==> src/shared/frt_map.vh <==
// Register offsets, field positions, reset values and counts of the free running timer.
// Assumes a byte wide register port with a small address and one CPU clock domain.
//
// Functional notes
// - Sixteen bit up counter, free running, seen as high and low byte registers.
// - Internal count tick is the CPU clock divided by 2, 4 or 8.
// - Clock select field both ones takes the count from the external count pin.
// - External clock edge select picks rising or falling pin transitions.
// - All counter updates happen on the CPU clock, external edges included.
// - Writing either counter low byte reloads the counter with FFFCh.
// - Alternate pair reads same count; its low byte never clears overflow.
// - High byte read latches low byte until low byte read, despite repeats.
// - Low byte read outside a pending sequence returns the live low byte.
// - Counter wrap from FFFFh to 0000h sets the overflow flag.
// - Overflow requests interrupt when enabled and CPU mask clear, else pends.
// - Overflow clears after flag register read, then counter low byte access.
// - Runs in WAIT; freezes in HALT, resumes held count or reset count.
// - Active capture edge copies counter into capture register, sets flag.
// - Channel one edge select in control one, channel two in control two.
// - One capture enable covers both channels; interrupt when mask clear.
// - Capture flag clears after flag read, then that channel low byte access.
// - Capture high byte read blocks new transfers until low byte read.
// - Capture register holds the most recent capture, later ones overwrite.
// - With one pulse or PWM active only capture channel two captures.
// - Capture pins feed timer always; absent pins read as one.
`ifndef FRT_MAP_VH
`define FRT_MAP_VH

// ==========================================================
// Register offsets
`define FRT_ADR_CTRL_ONE 4'h0
`define FRT_ADR_CTRL_TWO 4'h1
`define FRT_ADR_FLAGS 4'h2
`define FRT_ADR_CAP1_HI 4'h3
`define FRT_ADR_CAP1_LO 4'h4
`define FRT_ADR_CNT_HI 4'h5
`define FRT_ADR_CNT_LO 4'h6
`define FRT_ADR_ALT_HI 4'h7
`define FRT_ADR_ALT_LO 4'h8
`define FRT_ADR_CAP2_HI 4'h9
`define FRT_ADR_CAP2_LO 4'hA

// ==========================================================
// Control one fields
`define FRT_C1_CAP_IE 7
`define FRT_C1_OVF_IE 5
`define FRT_C1_CAP1_EDGE 1
`define FRT_C1_EXT_EDGE 0
`define FRT_C1_MASK 8'hA3

// ==========================================================
// Control two fields
`define FRT_C2_PWM 7
`define FRT_C2_OPM 4
`define FRT_C2_CLK_HI 3
`define FRT_C2_CLK_LO 2
`define FRT_C2_CAP2_EDGE 1
`define FRT_C2_MASK 8'h9E

// ==========================================================
// Clock select encodings
`define FRT_CLK_DIV4 2'h0
`define FRT_CLK_DIV2 2'h1
`define FRT_CLK_DIV8 2'h2
`define FRT_CLK_EXT 2'h3

// ==========================================================
// Flag register fields
`define FRT_F_CAP1 7
`define FRT_F_CAP2 4
`define FRT_F_OVF 5

// ==========================================================
// Reset values and counts
`define FRT_CNT_RELOAD 16'hFFFC
`define FRT_CNT_TOP 16'hFFFF
`define FRT_WARM_CYCLES 2'h3

`endif

==> src/logic/frt_sync.v <==
// Two stage synchroniser for a group of pin inputs.
// Assumes the pins are asynchronous to clock and idle high.
`timescale 1ns/1ps

module frt_sync #(
   parameter W = 3
) (
   // Clock and reset
   input wire clock,
   input wire rstN,
   // Pins in, synchronised copy out
   input wire [W-1:0] pinIn,
   output wire [W-1:0] pinOut
);

   reg [W-1:0] meta_q;
   reg [W-1:0] sync_q;

   // ==========================================================
   // Reset to ones so an idle high pin gives no edge at release.
   always @(posedge clock or negedge rstN)
   begin
      if (!rstN)
      begin
         meta_q <= {W{1'b1}};
         sync_q <= {W{1'b1}};
      end
      else
      begin
         meta_q <= pinIn;
         sync_q <= meta_q;
      end
   end

   assign pinOut = sync_q;

endmodule

==> src/logic/frt_timer.v <==
// Sixteen bit free running timer with overflow flag and two input capture channels.
// Assumes a CPU driving a byte register port on clock, plus halt and mask levels.
`timescale 1ns/1ps
`include "frt_map.vh"

module frt_timer #(
   parameter ADDR_W = 4,
   parameter CAP_PIN_PRESENT = 2'h3,
   parameter EXT_PIN_PRESENT = 1'b1
) (
   // Clock and reset
   input wire clock,
   input wire nrst,
   // Register port
   input wire [ADDR_W-1:0] regAddr,
   input wire [7:0] regWrData,
   input wire regWr,
   input wire regRd,
   output wire [7:0] regRdData,
   // CPU state
   input wire cpuMask,
   input wire haltMode,
   // Pins
   input wire capturePinOne,
   input wire capturePinTwo,
   input wire externalCountPin,
   // Interrupt request
   output wire timerIrq
);

   // ==========================================================
   // Reset release
   reg [1:0] rstPipe_q;
   wire rstN;

   always @(posedge clock or negedge nrst)
   begin
      if (!nrst)
         rstPipe_q <= 2'h0;
      else
         rstPipe_q <= {rstPipe_q[0], 1'b1};
   end

   assign rstN = rstPipe_q[1];

   // ==========================================================
   // Register decode
   wire wrCtrlOne = regWr && (regAddr == `FRT_ADR_CTRL_ONE);
   wire wrCtrlTwo = regWr && (regAddr == `FRT_ADR_CTRL_TWO);
   wire rdFlags = regRd && (regAddr == `FRT_ADR_FLAGS);
   wire rdCntHi = regRd && (regAddr == `FRT_ADR_CNT_HI);
   wire rdAltHi = regRd && (regAddr == `FRT_ADR_ALT_HI);
   wire rdCntLo = regRd && (regAddr == `FRT_ADR_CNT_LO);
   wire rdAltLo = regRd && (regAddr == `FRT_ADR_ALT_LO);
   wire wrCntLo = regWr && (regAddr == `FRT_ADR_CNT_LO);
   wire wrAltLo = regWr && (regAddr == `FRT_ADR_ALT_LO);
   wire accCntLo = (regRd || regWr) && (regAddr == `FRT_ADR_CNT_LO);
   wire [1:0] rdCapHi;
   wire [1:0] rdCapLo;
   wire [1:0] accCapLo;

   assign rdCapHi[0] = regRd && (regAddr == `FRT_ADR_CAP1_HI);
   assign rdCapHi[1] = regRd && (regAddr == `FRT_ADR_CAP2_HI);
   assign rdCapLo[0] = regRd && (regAddr == `FRT_ADR_CAP1_LO);
   assign rdCapLo[1] = regRd && (regAddr == `FRT_ADR_CAP2_LO);
   assign accCapLo[0] = (regRd || regWr) && (regAddr == `FRT_ADR_CAP1_LO);
   assign accCapLo[1] = (regRd || regWr) && (regAddr == `FRT_ADR_CAP2_LO);

   // ==========================================================
   // Control registers
   reg [7:0] ctrlOne_q;
   reg [7:0] ctrlTwo_q;

   always @(posedge clock or negedge rstN)
   begin
      if (!rstN)
      begin
         ctrlOne_q <= 8'h00;
         ctrlTwo_q <= 8'h00;
      end
      else
      begin
         if (wrCtrlOne)
            ctrlOne_q <= regWrData & `FRT_C1_MASK;
         if (wrCtrlTwo)
            ctrlTwo_q <= regWrData & `FRT_C2_MASK;
      end
   end

   wire [1:0] clockSelectField = ctrlTwo_q[`FRT_C2_CLK_HI:`FRT_C2_CLK_LO];
   wire waveModeActive = ctrlTwo_q[`FRT_C2_OPM] | ctrlTwo_q[`FRT_C2_PWM];
   wire [1:0] captureEdgeSelect;

   assign captureEdgeSelect[0] = ctrlOne_q[`FRT_C1_CAP1_EDGE];
   assign captureEdgeSelect[1] = ctrlTwo_q[`FRT_C2_CAP2_EDGE];

   // ==========================================================
   // Pin synchronisers
   // Pins are read from the pad side even when driven as outputs, so a toggled
   // output still makes captures; a missing pin is tied high and never edges.
   wire [2:0] pinRaw;
   wire [2:0] pinSync;
   reg [2:0] pinPrev_q;
   reg [1:0] warm_q;
   wire warmDone = (warm_q == `FRT_WARM_CYCLES);

   assign pinRaw[0] = CAP_PIN_PRESENT[0] ? capturePinOne : 1'b1;
   assign pinRaw[1] = CAP_PIN_PRESENT[1] ? capturePinTwo : 1'b1;
   assign pinRaw[2] = EXT_PIN_PRESENT ? externalCountPin : 1'b1;

   frt_sync #(
      .W(3)
   ) pinSyncInst (
      .clock(clock),
      .rstN(rstN),
      .pinIn(pinRaw),
      .pinOut(pinSync)
   );

   // Edges are ignored until the synchroniser has settled after reset.
   always @(posedge clock or negedge rstN)
   begin
      if (!rstN)
      begin
         pinPrev_q <= 3'h7;
         warm_q <= 2'h0;
      end
      else
      begin
         pinPrev_q <= pinSync;
         if (!warmDone)
            warm_q <= warm_q + 2'h1;
      end
   end

   wire [2:0] pinRise = pinSync & ~pinPrev_q & {3{warmDone}};
   wire [2:0] pinFall = ~pinSync & pinPrev_q & {3{warmDone}};

   // ==========================================================
   // Prescaler and count tick
   // An external clock faster than half of clock loses edges here.
   reg [2:0] presc_q;
   reg tick;
   wire extEdge;

   assign extEdge = ctrlOne_q[`FRT_C1_EXT_EDGE] ? pinRise[2] : pinFall[2];

   always @(posedge clock or negedge rstN)
   begin
      if (!rstN)
         presc_q <= 3'h0;
      else if (!haltMode)
         presc_q <= presc_q + 3'h1;
   end

   always @*
   begin
      tick = 1'b0;
      case (clockSelectField)
         `FRT_CLK_DIV2: tick = presc_q[0];
         `FRT_CLK_DIV4: tick = (presc_q[1:0] == 2'h3);
         `FRT_CLK_DIV8: tick = (presc_q == 3'h7);
         default: tick = extEdge;
      endcase
   end

   // ==========================================================
   // Free running counter
   reg [15:0] count_q;
   reg [15:0] count_d;
   wire countWrite = wrCntLo | wrAltLo;
   wire countStep = tick & ~haltMode;
   wire countWrap = countStep & ~countWrite & (count_q == `FRT_CNT_TOP);

   always @*
   begin
      count_d = count_q;
      if (countWrite)
         count_d = `FRT_CNT_RELOAD;
      else if (countStep)
         count_d = count_q + 16'h0001;
   end

   always @(posedge clock or negedge rstN)
   begin
      if (!rstN)
         count_q <= `FRT_CNT_RELOAD;
      else
         count_q <= count_d;
   end

   // ==========================================================
   // Two byte counter read latch, shared by the normal and alternate pairs
   reg [7:0] lowLatch_q;
   reg lowPending_q;
   wire rdHiEither = rdCntHi | rdAltHi;
   wire rdLoEither = rdCntLo | rdAltLo;

   always @(posedge clock or negedge rstN)
   begin
      if (!rstN)
      begin
         lowLatch_q <= 8'h00;
         lowPending_q <= 1'b0;
      end
      else if (rdHiEither && !lowPending_q)
      begin
         lowLatch_q <= count_q[7:0];
         lowPending_q <= 1'b1;
      end
      else if (rdLoEither)
         lowPending_q <= 1'b0;
   end

   wire [7:0] countLowView = lowPending_q ? lowLatch_q : count_q[7:0];

   // ==========================================================
   // Overflow flag
   reg overflowFlag_q;
   reg overflowArm_q;

   always @(posedge clock or negedge rstN)
   begin
      if (!rstN)
      begin
         overflowFlag_q <= 1'b0;
         overflowArm_q <= 1'b0;
      end
      else
      begin
         if (countWrap)
            overflowFlag_q <= 1'b1;
         else if (accCntLo && overflowArm_q)
            overflowFlag_q <= 1'b0;
         if (rdFlags)
            overflowArm_q <= overflowFlag_q;
         else if (accCntLo)
            overflowArm_q <= 1'b0;
      end
   end

   // ==========================================================
   // Capture channels
   wire [1:0] captureFlag;
   wire [31:0] captureAll;
   wire [1:0] channelEnable;

   assign channelEnable[0] = ~waveModeActive;
   assign channelEnable[1] = 1'b1;

   genvar ch;
   generate
      for (ch = 0; ch < 2; ch = ch + 1)
      begin : capChan
         reg [15:0] value_q;
         reg flag_q;
         reg arm_q;
         reg hold_q;
         wire hit;

         assign hit = channelEnable[ch] &
            (captureEdgeSelect[ch] ? pinRise[ch] : pinFall[ch]);

         always @(posedge clock or negedge rstN)
         begin
            if (!rstN)
            begin
               value_q <= 16'h0000;
               flag_q <= 1'b0;
               arm_q <= 1'b0;
               hold_q <= 1'b0;
            end
            else
            begin
               if (hit && !hold_q)
                  value_q <= count_q;
               if (hit)
                  flag_q <= 1'b1;
               else if (accCapLo[ch] && arm_q)
                  flag_q <= 1'b0;
               if (rdFlags)
                  arm_q <= flag_q;
               else if (accCapLo[ch])
                  arm_q <= 1'b0;
               if (rdCapHi[ch])
                  hold_q <= 1'b1;
               else if (rdCapLo[ch])
                  hold_q <= 1'b0;
            end
         end

         assign captureFlag[ch] = flag_q;
         assign captureAll[16*ch +: 16] = value_q;
      end
   endgenerate

   // ==========================================================
   // Interrupt request
   reg irq_q;

   always @(posedge clock or negedge rstN)
   begin
      if (!rstN)
         irq_q <= 1'b0;
      else
         irq_q <= ~cpuMask &
            ((overflowFlag_q & ctrlOne_q[`FRT_C1_OVF_IE]) |
             (ctrlOne_q[`FRT_C1_CAP_IE] & (|captureFlag)));
   end

   assign timerIrq = irq_q;

   // ==========================================================
   // Read data, valid only in the cycle after the read strobe
   reg [7:0] rdData_q;
   reg [7:0] rdData_d;
   reg [7:0] flagView;

   always @*
   begin
      flagView = 8'h00;
      flagView[`FRT_F_CAP1] = captureFlag[0];
      flagView[`FRT_F_CAP2] = captureFlag[1];
      flagView[`FRT_F_OVF] = overflowFlag_q;
   end

   always @*
   begin
      rdData_d = 8'h00;
      if (!regRd)
         rdData_d = 8'h00;
      else if (regAddr == `FRT_ADR_CTRL_ONE)
         rdData_d = ctrlOne_q;
      else if (regAddr == `FRT_ADR_CTRL_TWO)
         rdData_d = ctrlTwo_q;
      else if (regAddr == `FRT_ADR_FLAGS)
         rdData_d = flagView;
      else if (regAddr == `FRT_ADR_CAP1_HI)
         rdData_d = captureAll[15:8];
      else if (regAddr == `FRT_ADR_CAP1_LO)
         rdData_d = captureAll[7:0];
      else if ((regAddr == `FRT_ADR_CNT_HI) || (regAddr == `FRT_ADR_ALT_HI))
         rdData_d = count_q[15:8];
      else if ((regAddr == `FRT_ADR_CNT_LO) || (regAddr == `FRT_ADR_ALT_LO))
         rdData_d = countLowView;
      else if (regAddr == `FRT_ADR_CAP2_HI)
         rdData_d = captureAll[31:24];
      else if (regAddr == `FRT_ADR_CAP2_LO)
         rdData_d = captureAll[23:16];
      else
         rdData_d = 8'h00;
   end

   always @(posedge clock or negedge rstN)
   begin
      if (!rstN)
         rdData_q <= 8'h00;
      else
         rdData_q <= rdData_d;
   end

   assign regRdData = rdData_q;

endmodule

==> config.mk <==
export PLATFORM = sky130hd
export DESIGN_NAME = frt_timer
export DESIGN_NICKNAME = d
export VERILOG_FILES = /design/src/logic/frt_sync.v /design/src/logic/frt_timer.v
export VERILOG_INCLUDE_DIRS = /design/src /design/src/shared
export SDC_FILE = /design/constraint.sdc
export NUM_CORES = 1
export LEC_CHECK = 0
export BUFFER_PORTS_ARGS = -buffer_cell sky130_fd_sc_hd__buf_2
export CAP_MARGIN = 20
export CORE_MARGIN = 2
export CORE_UTILIZATION = 40
export CTS_CLUSTER_DIAMETER = 100
export DETAILED_ROUTE_END_ITERATION = 16
export GPL_TIMING_DRIVEN = 0
export SYNTH_ARGS = -nofsm -noshare
export SYNTH_HDL_FRONTEND = slang
export SYNTH_SLANG_ARGS = --single-unit
==> constraint.sdc <==
create_clock -name clock -period 9.1 [get_ports clock]
set_input_delay 0.455 -clock clock [delete_from_list [all_inputs] [get_ports clock]]
set_output_delay 0.455 -clock clock [all_outputs]
set_load 0.03 [all_outputs]
# Yosys cells after proc, flatten, opt, wreduce, memory -nomap -nowiden
# Cells that the tools add are included.
dict set report totals {
  in_bits 21
  register_bits 99
}
dict set report op_classes {
  bitwise 22
  addsub 3
  reduce_logical 41
  muxes 35
  n_eq_ne 16
}
# cell count
set ops {}
lappend ops {{two-way mux 8 bit} 11}
lappend ops {{two-way mux 16 bit} 2}
lappend ops {{logical AND 1 bit} 22}
lappend ops {{two-way mux 1 bit} 21}
lappend ops {{nonzero test 2 bit} 10}
lappend ops {{adder 16 x 1 -> 16 bit, second input constant} 1}
lappend ops {{== test 16 bit, second input constant} 1}
lappend ops {{== test 4 x 3 -> 1 bit, second input constant} 4}
lappend ops {{bitwise AND 3 bit} 4}
lappend ops {{== test 4 bit, second input constant} 3}
lappend ops {{== test 4 x 2 -> 1 bit, second input constant} 2}
lappend ops {{bitwise AND 1 bit} 7}
lappend ops {{== test 2 bit, second input constant} 3}
lappend ops {{NOT 3 bit} 2}
lappend ops {{bitwise OR 1 bit} 5}
lappend ops {{== test 4 x 1 -> 1 bit, second input constant} 1}
lappend ops {{logical NOT 4 bit} 1}
lappend ops {{NOT 1 bit} 4}
lappend ops {{adder 3 x 1 -> 3 bit, second input constant} 1}
lappend ops {{== test 3 bit, second input constant} 1}
lappend ops {{logical NOT 1 bit} 3}
lappend ops {{logical OR 1 bit} 3}
lappend ops {{case mux 1 bit (3 select lines)} 1}
lappend ops {{adder 2 x 1 -> 2 bit, second input constant} 1}
lappend ops {{3 further kinds} 3}

# Logic depth before layout (Yosys ltp)
dict set report depth {
  depth_word 11
  depth_mapped 8
  ltp_nobuf 7
}

# Hierarchy
# Synthesis repeated with hierarchy kept, for this count alone.
dict set report hier_totals {
  hier_cells 446
  area_unflattened_um2 4829.6
}
# mod instances cells_per_inst area_per_inst_um2 seq_area_each_um2
set by_module_without_submodules {}
lappend by_module_without_submodules {frt_timer 1 440 4672.0 2348.5}
lappend by_module_without_submodules {frt_sync 1 6 157.7 157.7}

# Worst setup path after synthesis
# OpenSTA, ideal clock, no wires.
dict set report synth_path {
  kind {register -> register}
  startpoint {reg presc_q[0]}
  endpoint {reg count_q[7]}
  path_stages_with_launch 9
  path_buffers 1
  setup_ps 96
  synth_period_minus_slack_ps 1737
  arrival_time_ps 1640
  required_time_ps 9004
  path_slack_ps 7363
  path_cell_list {dfrtp_1 ha_1 ha_1 and4bb_2 a21o_2 o211ai_2 buf_6 or3_1 nand3_1}
}
dict set report synth_between {
  elab_chain_len 4
}
# element line_no
set synth_lines {}
lappend synth_lines {{from (decl)} frt_timer.v:142} ;# reg [2:0] presc_q;
lappend synth_lines {{from (signal assigned)} frt_timer.v:153} ;# presc_q <= presc_q + 3'h1;
lappend synth_lines {{== test 3 bit or == test 2 bit (tied branches)} {frt_timer.v:162, frt_timer.v:161}}
lappend synth_lines {{case mux 1 bit (3 select lines) *} frt_timer.v:159} ;# case (clockSelectField)
lappend synth_lines {{bitwise AND 1 bit *} frt_timer.v:172} ;# wire countStep = tick & ~haltMode;
lappend synth_lines {{nonzero test 2 bit (no source line) *} n/a}
lappend synth_lines {{to (signal assigned)} frt_timer.v:187} ;# count_q <= `FRT_CNT_RELOAD;
lappend synth_lines {{to (signal assigned)} frt_timer.v:189} ;# count_q <= count_d;
lappend synth_lines {{to (decl)} frt_timer.v:169} ;# reg [15:0] count_q;
# Every way passes the cells marked *; elsewhere a longest branch is shown, timed or not.
# A chain may end at the register's enable or synchronous reset.

# Worst setup path after layout
dict set report layout_path {
  startpoint {reg pinSyncInst.sync_q[1], in the netlist pinSyncInst.pinOut[1]}
  endpoint {reg capChan[1].value_q[13]}
}
dict set report layout_between {
  elab_chain_len 5
}
# element line_no
set layout_lines {}
lappend layout_lines {{from (decl)} frt_sync.v:17} ;# reg [W-1:0] sync_q;
lappend layout_lines {{from (signal assigned)} frt_sync.v:26} ;# sync_q <= {W{1'b1}};
lappend layout_lines {{from (signal assigned)} frt_sync.v:31} ;# sync_q <= meta_q;
lappend layout_lines {{NOT 3 bit} frt_timer.v:137} ;# wire [2:0] pinFall = ~pinSync & pinPrev_q & {3{warmDone}};
lappend layout_lines {{bitwise AND 3 bit (2 in series)} frt_timer.v:137}
lappend layout_lines {{two-way mux 1 bit *} frt_timer.v:262} ;# (captureEdgeSelect[ch] ? pinRise[ch] : pinFall[ch]);
lappend layout_lines {{logical AND 1 bit *} frt_timer.v:275} ;# if (hit && !hold_q)
lappend layout_lines {{to (signal assigned)} frt_timer.v:276} ;# value_q <= count_q;
lappend layout_lines {{to (decl)} frt_timer.v:255} ;# reg [15:0] value_q;
# Marks and branches as above.

==> impl_summary.log <==
[metrics] number of cells upsized or downsized after cts: 0
[metrics] crit-path most repeated cell: sky130_fd_sc_hd__nand2_1
[metrics] global-route wire length before repair: 20.2 mm
[metrics] count of unique library cells instantiated by Yosys: 73
[metrics] Clock Latency Late Sink: ~0.35 ns
[metrics] vertical die dimension: 115 um
[metrics] share of cells above drive strength 1: 0.326
[metrics] ranking of synthesized cells by area: sky130_fd_sc_hd__dfrtp_1, sky130_fd_sc_hd__dfstp_2, sky130_fd_sc_hd__mux2_2
[metrics] Placement Cell Area: 0.00528 mm2
[metrics] overall routing resource usage: 0.205
[metrics] Initial DRT Pass Iterations: 5
[metrics] fin crit share: 0.226
[metrics] worst IR drop on VDD: 0.000113 V
[metrics] power per cell area: 268 mW/mm2
[metrics] max-slew violations: 0
[metrics] maximum fanout along the worst path: 10
[metrics] antenna violations before repair: 0
[metrics] Synth area leader: sky130_fd_sc_hd__dfrtp_1
[metrics] Avg Synthesized Cell Area: 11.1 um2
[metrics] share of the yosys chip area belonging to registers: 0.508
[metrics] Final Wtd Congestion: slightly below 1
[metrics] area added between synthesis and finish: 12.8%
[metrics] diode insertion count for antenna repair: 0
[metrics] run status: finished clean
[metrics] syn nets: 469
[metrics] Buffers on Ports: 25
[metrics] floorplan core area: 0.0120 mm2
[metrics] slew at the pin closest to its max-slew limit: 0.688 ns
[metrics] class of the most critical setup path: register to register
[metrics] worst-case clock buffer depth: 2
[metrics] most common cell in the netlist: sky130_fd_sc_hd__dfrtp_1
[metrics] Synth warnings: 0
[metrics] Min-Delay Path Class: input pin to register
[metrics] final WL: 12.7 mm
[metrics] flops & latches, synth: 99
[metrics] CTS Buf Count: 9
[metrics] iteration-0 DRC count of the detailed router: 330
[metrics] synthesized area: 0.00493 mm2
[metrics] leakage power summed over all cells: roughly 2.4 nW
[metrics] NumNets Final: 507
[metrics] endpoints failing setup: 0
[metrics] GRT overflow: 0
[metrics] Initial Utilization: 0.411
[metrics] number of core rows: 40
[metrics] DRT antenna net count: 0
[metrics] number of instances in the synthesized netlist: 444
[metrics] number of synthesized flops with an enable pin: 0
[metrics] worst slack at placement: 6.95 ns
[metrics] Synth async-reset ratio: 1.00
[metrics] nature of the critical path endpoint: register
[metrics] most used flip-flop cell after synthesis: sky130_fd_sc_hd__dfrtp_1
[metrics] pin count of the biggest net entering global routing: 63
[metrics] post-route setup TNS: 0 ns
[metrics] worst path cell trace: nand2_1 > o22ai_1 > nand2_1 > nor2_2 > buf_4 > mux2_2
[metrics] slowest stage cell on the critical path: sky130_fd_sc_hd__dfstp_2
[metrics] commonest cells in the synthesized netlist: sky130_fd_sc_hd__dfrtp_1, sky130_fd_sc_hd__mux2_2, sky130_fd_sc_hd__nand2_1
[metrics] crit path launch type: register
[metrics] Die ar.: 0.0132 mm2
[metrics] global routing usage on met1: 0.290
[metrics] data required time of the worst path: 9.33 ns
[metrics] Final Skew: 0.00557 ns
[metrics] Avg WL per Cell: 20.0 um
[metrics] Most Crowded Layer GR: met2
[metrics] clock tree from TritonCTS: built
[metrics] number of vias per cell after detailed routing: roughly 5.8
[metrics] total via count after detailed routing: 3,671
[metrics] Achievable Freq: 486 MHz
[metrics] routing usage on met3: 0.0401
[metrics] relative slew slack: 0.540
[metrics] Worst Slack Setup Final: 7.04 ns
[metrics] Worst Path Arrival: 2.29 ns
[metrics] vias in the first global route: about 3,600
[metrics] clock transition at the registers of the reported paths: about 0.07 ns
[metrics] total half-perimeter wirelength after legalization and detailed placement: 9.17 mm
[metrics] TritonCTS Sinks: 99
[metrics] summed area of non-filler cells in the final layout: 0.00557 mm2
[metrics] slack of the worst reg-to-reg path: approximately 7 ns
[metrics] horizontal die dimension: 115 um
[metrics] minimum clock period after layout: 2.06 ns
[metrics] Root Buffer Master: sky130_fd_sc_hd__clkbuf_16
[metrics] RSZ-0062 raised after global routing: false
[metrics] number of hold violations in the final report: 0
[metrics] H-tree depth: 3
[metrics] io pins: 30
[metrics] longest individual stage delay on the worst path: 0.54 ns
[metrics] remaining design rule violation count: 0
[metrics] Global Route met2 Usage: 0.307
[metrics] number of maximum-capacitance constraint violations: 0
[metrics] top-area cell type share of the netlist area: 0.385
## state kept, by name, indices dropped and copies added, names as in the netlist, 4 cells and up
| signal | count |
|---|---|
| ctrlOne_q | 4 |
| count_q | 16 |
| ctrlTwo_q | 5 |
| capChan.value_q | 32 |
| regRdData | 8 |
| lowLatch_q | 8 |
## per-stage QoR
| stage | cells | power, W | hold slack (ns) | utilization |
|---|---|---|---|---|
| 6_report | 634 | 0.00149 | 0.197 | 0.463 |
| 3_3_place_gp | 616 | 0.00112 | 0.239 | 0.437 |
| 3_5_place_dp | 617 | 0.00113 | 0.240 | 0.439 |
| 4_1_cts | 634 | 0.00150 | 0.185 | 0.463 |
| 5_1_grt | 634 | 0.00158 | 0.188 | 0.463 |
| 2_1_floorplan | 444 | 0.00100 | 0.159 | - |
## area by class of cell
cell class	count	area, um2
repair buffers	27	163
clock inverters	3	21.3
plain buffers	24	135
flip-flops and latches	99	2510
multi-input cells	310	2250
fillers	1151	6440
clock buffers	13	260
well taps	147	184
inverters	11	41.3
## cells in the final DEF (no fill, tap or decap), types with 3 or more instances in the layout
cell type                    n
sky130_fd_sc_hd__o31ai_1     7
sky130_fd_sc_hd__nor2_2      4
sky130_fd_sc_hd__dfstp_2    23
sky130_fd_sc_hd__inv_1       9
sky130_fd_sc_hd__nor2b_1     6
sky130_fd_sc_hd__buf_2      37
sky130_fd_sc_hd__xnor2_1     5
sky130_fd_sc_hd__and3_1      7
sky130_fd_sc_hd__nand2b_1    4
sky130_fd_sc_hd__clkbuf_1    6
sky130_fd_sc_hd__o211ai_1    3
sky130_fd_sc_hd__mux2_2     53
sky130_fd_sc_hd__or3_1       7
sky130_fd_sc_hd__o21ai_0    23
sky130_fd_sc_hd__nand3_1    26
sky130_fd_sc_hd__nand4_1     3
sky130_fd_sc_hd__nor2_1     16
sky130_fd_sc_hd__a21oi_1    24
sky130_fd_sc_hd__dfrtp_1    75
sky130_fd_sc_hd__clkbuf_16   9
sky130_fd_sc_hd__o21ai_1     4
sky130_fd_sc_hd__ha_1        4
sky130_fd_sc_hd__buf_4       6
sky130_fd_sc_hd__xor2_1      3
sky130_fd_sc_hd__o22ai_1     9
sky130_fd_sc_hd__a22oi_1     3
sky130_fd_sc_hd__a22o_1      4
sky130_fd_sc_hd__nand2_1    34
sky130_fd_sc_hd__mux2i_1     8
sky130_fd_sc_hd__a211oi_1    3
## worst paths after layout
kind                                                  from                                  to  depth (start not counted)
setup / recovery           pinSyncInst.pinOut[1]$_DFF_PN1_  capChan[1].value_q[13]$_DFFE_PN0P_                          6
hold / removal                            externalCountPin     pinSyncInst.meta_q[2]$_DFF_PN1_                          1
setup reg to reg           pinSyncInst.pinOut[1]$_DFF_PN1_  capChan[1].value_q[13]$_DFFE_PN0P_                          6
hold reg to reg                     rstPipe_q[1]$_DFF_PN0_  capChan[1].value_q[11]$_DFFE_PN0P_                          0
max in group asynchronous           rstPipe_q[1]$_DFF_PN0_              pinPrev_q[0]$_DFF_PN1_                          1
min in group asynchronous           rstPipe_q[1]$_DFF_PN0_  capChan[1].value_q[11]$_DFFE_PN0P_                          0
## critical path: cells and delay by family (launching register included)
kind | cells | cell delay, ns
buffers and inverters | 1 | 0.30
and+or+nand+nor | 3 | 0.59
DFF | 1 | 0.54
muxes | 1 | 0.35
AOI/OAI and AO/OA | 1 | 0.15
## timing repair
action                                 CTS  global route
hold buffers                             1             0
endpoints found under the hold margin    2             0
buffers inserted                         0             0
## power breakdown
| group | internal [W] | total, W | switching (W) |
|---|---|---|---|
| sequential | 0.000603 | 0.000739 | 0.000136 |
| clock | 0.000201 | 0.000364 | 0.000163 |
| combinational | 0.000202 | 0.000387 | 0.000185 |
| total | 0.00101 | 0.00149 | 0.000484 |
## logic make-up (layout without fill, tap and decap cells)
kind of cell | after synthesis | in the layout | synth area share
AO/OA/AOI/OAI | 108 | 108 | 0.147
XOR/XNOR | 8 | 8 | 0.0142
adder cells (fa/ha/maj) | 4 | 4 | 0.0101
buffers and inverters | 35 | 78 | 0.0357
flip-flops | 99 | 99 | 0.508
multiplexers | 61 | 61 | 0.137
other | 1 | 1 | 0.000760
AND/OR/NAND/NOR | 128 | 128 | 0.147
## per-layer routing
| layer | vias to the layer above | wire length [um] | share of wire |
|---|---|---|---|
| met2 | 123 | 5790 | 0.46 |
| met4 | 0 | 290 | 0.023 |
| met5 | - | 0 | 0 |
| met3 | 18 | 770 | 0.061 |
| li1 | 1700 | - | - |
| met1 | 1830 | 5800 | 0.46 |
(Power assumes the default switching activity.)
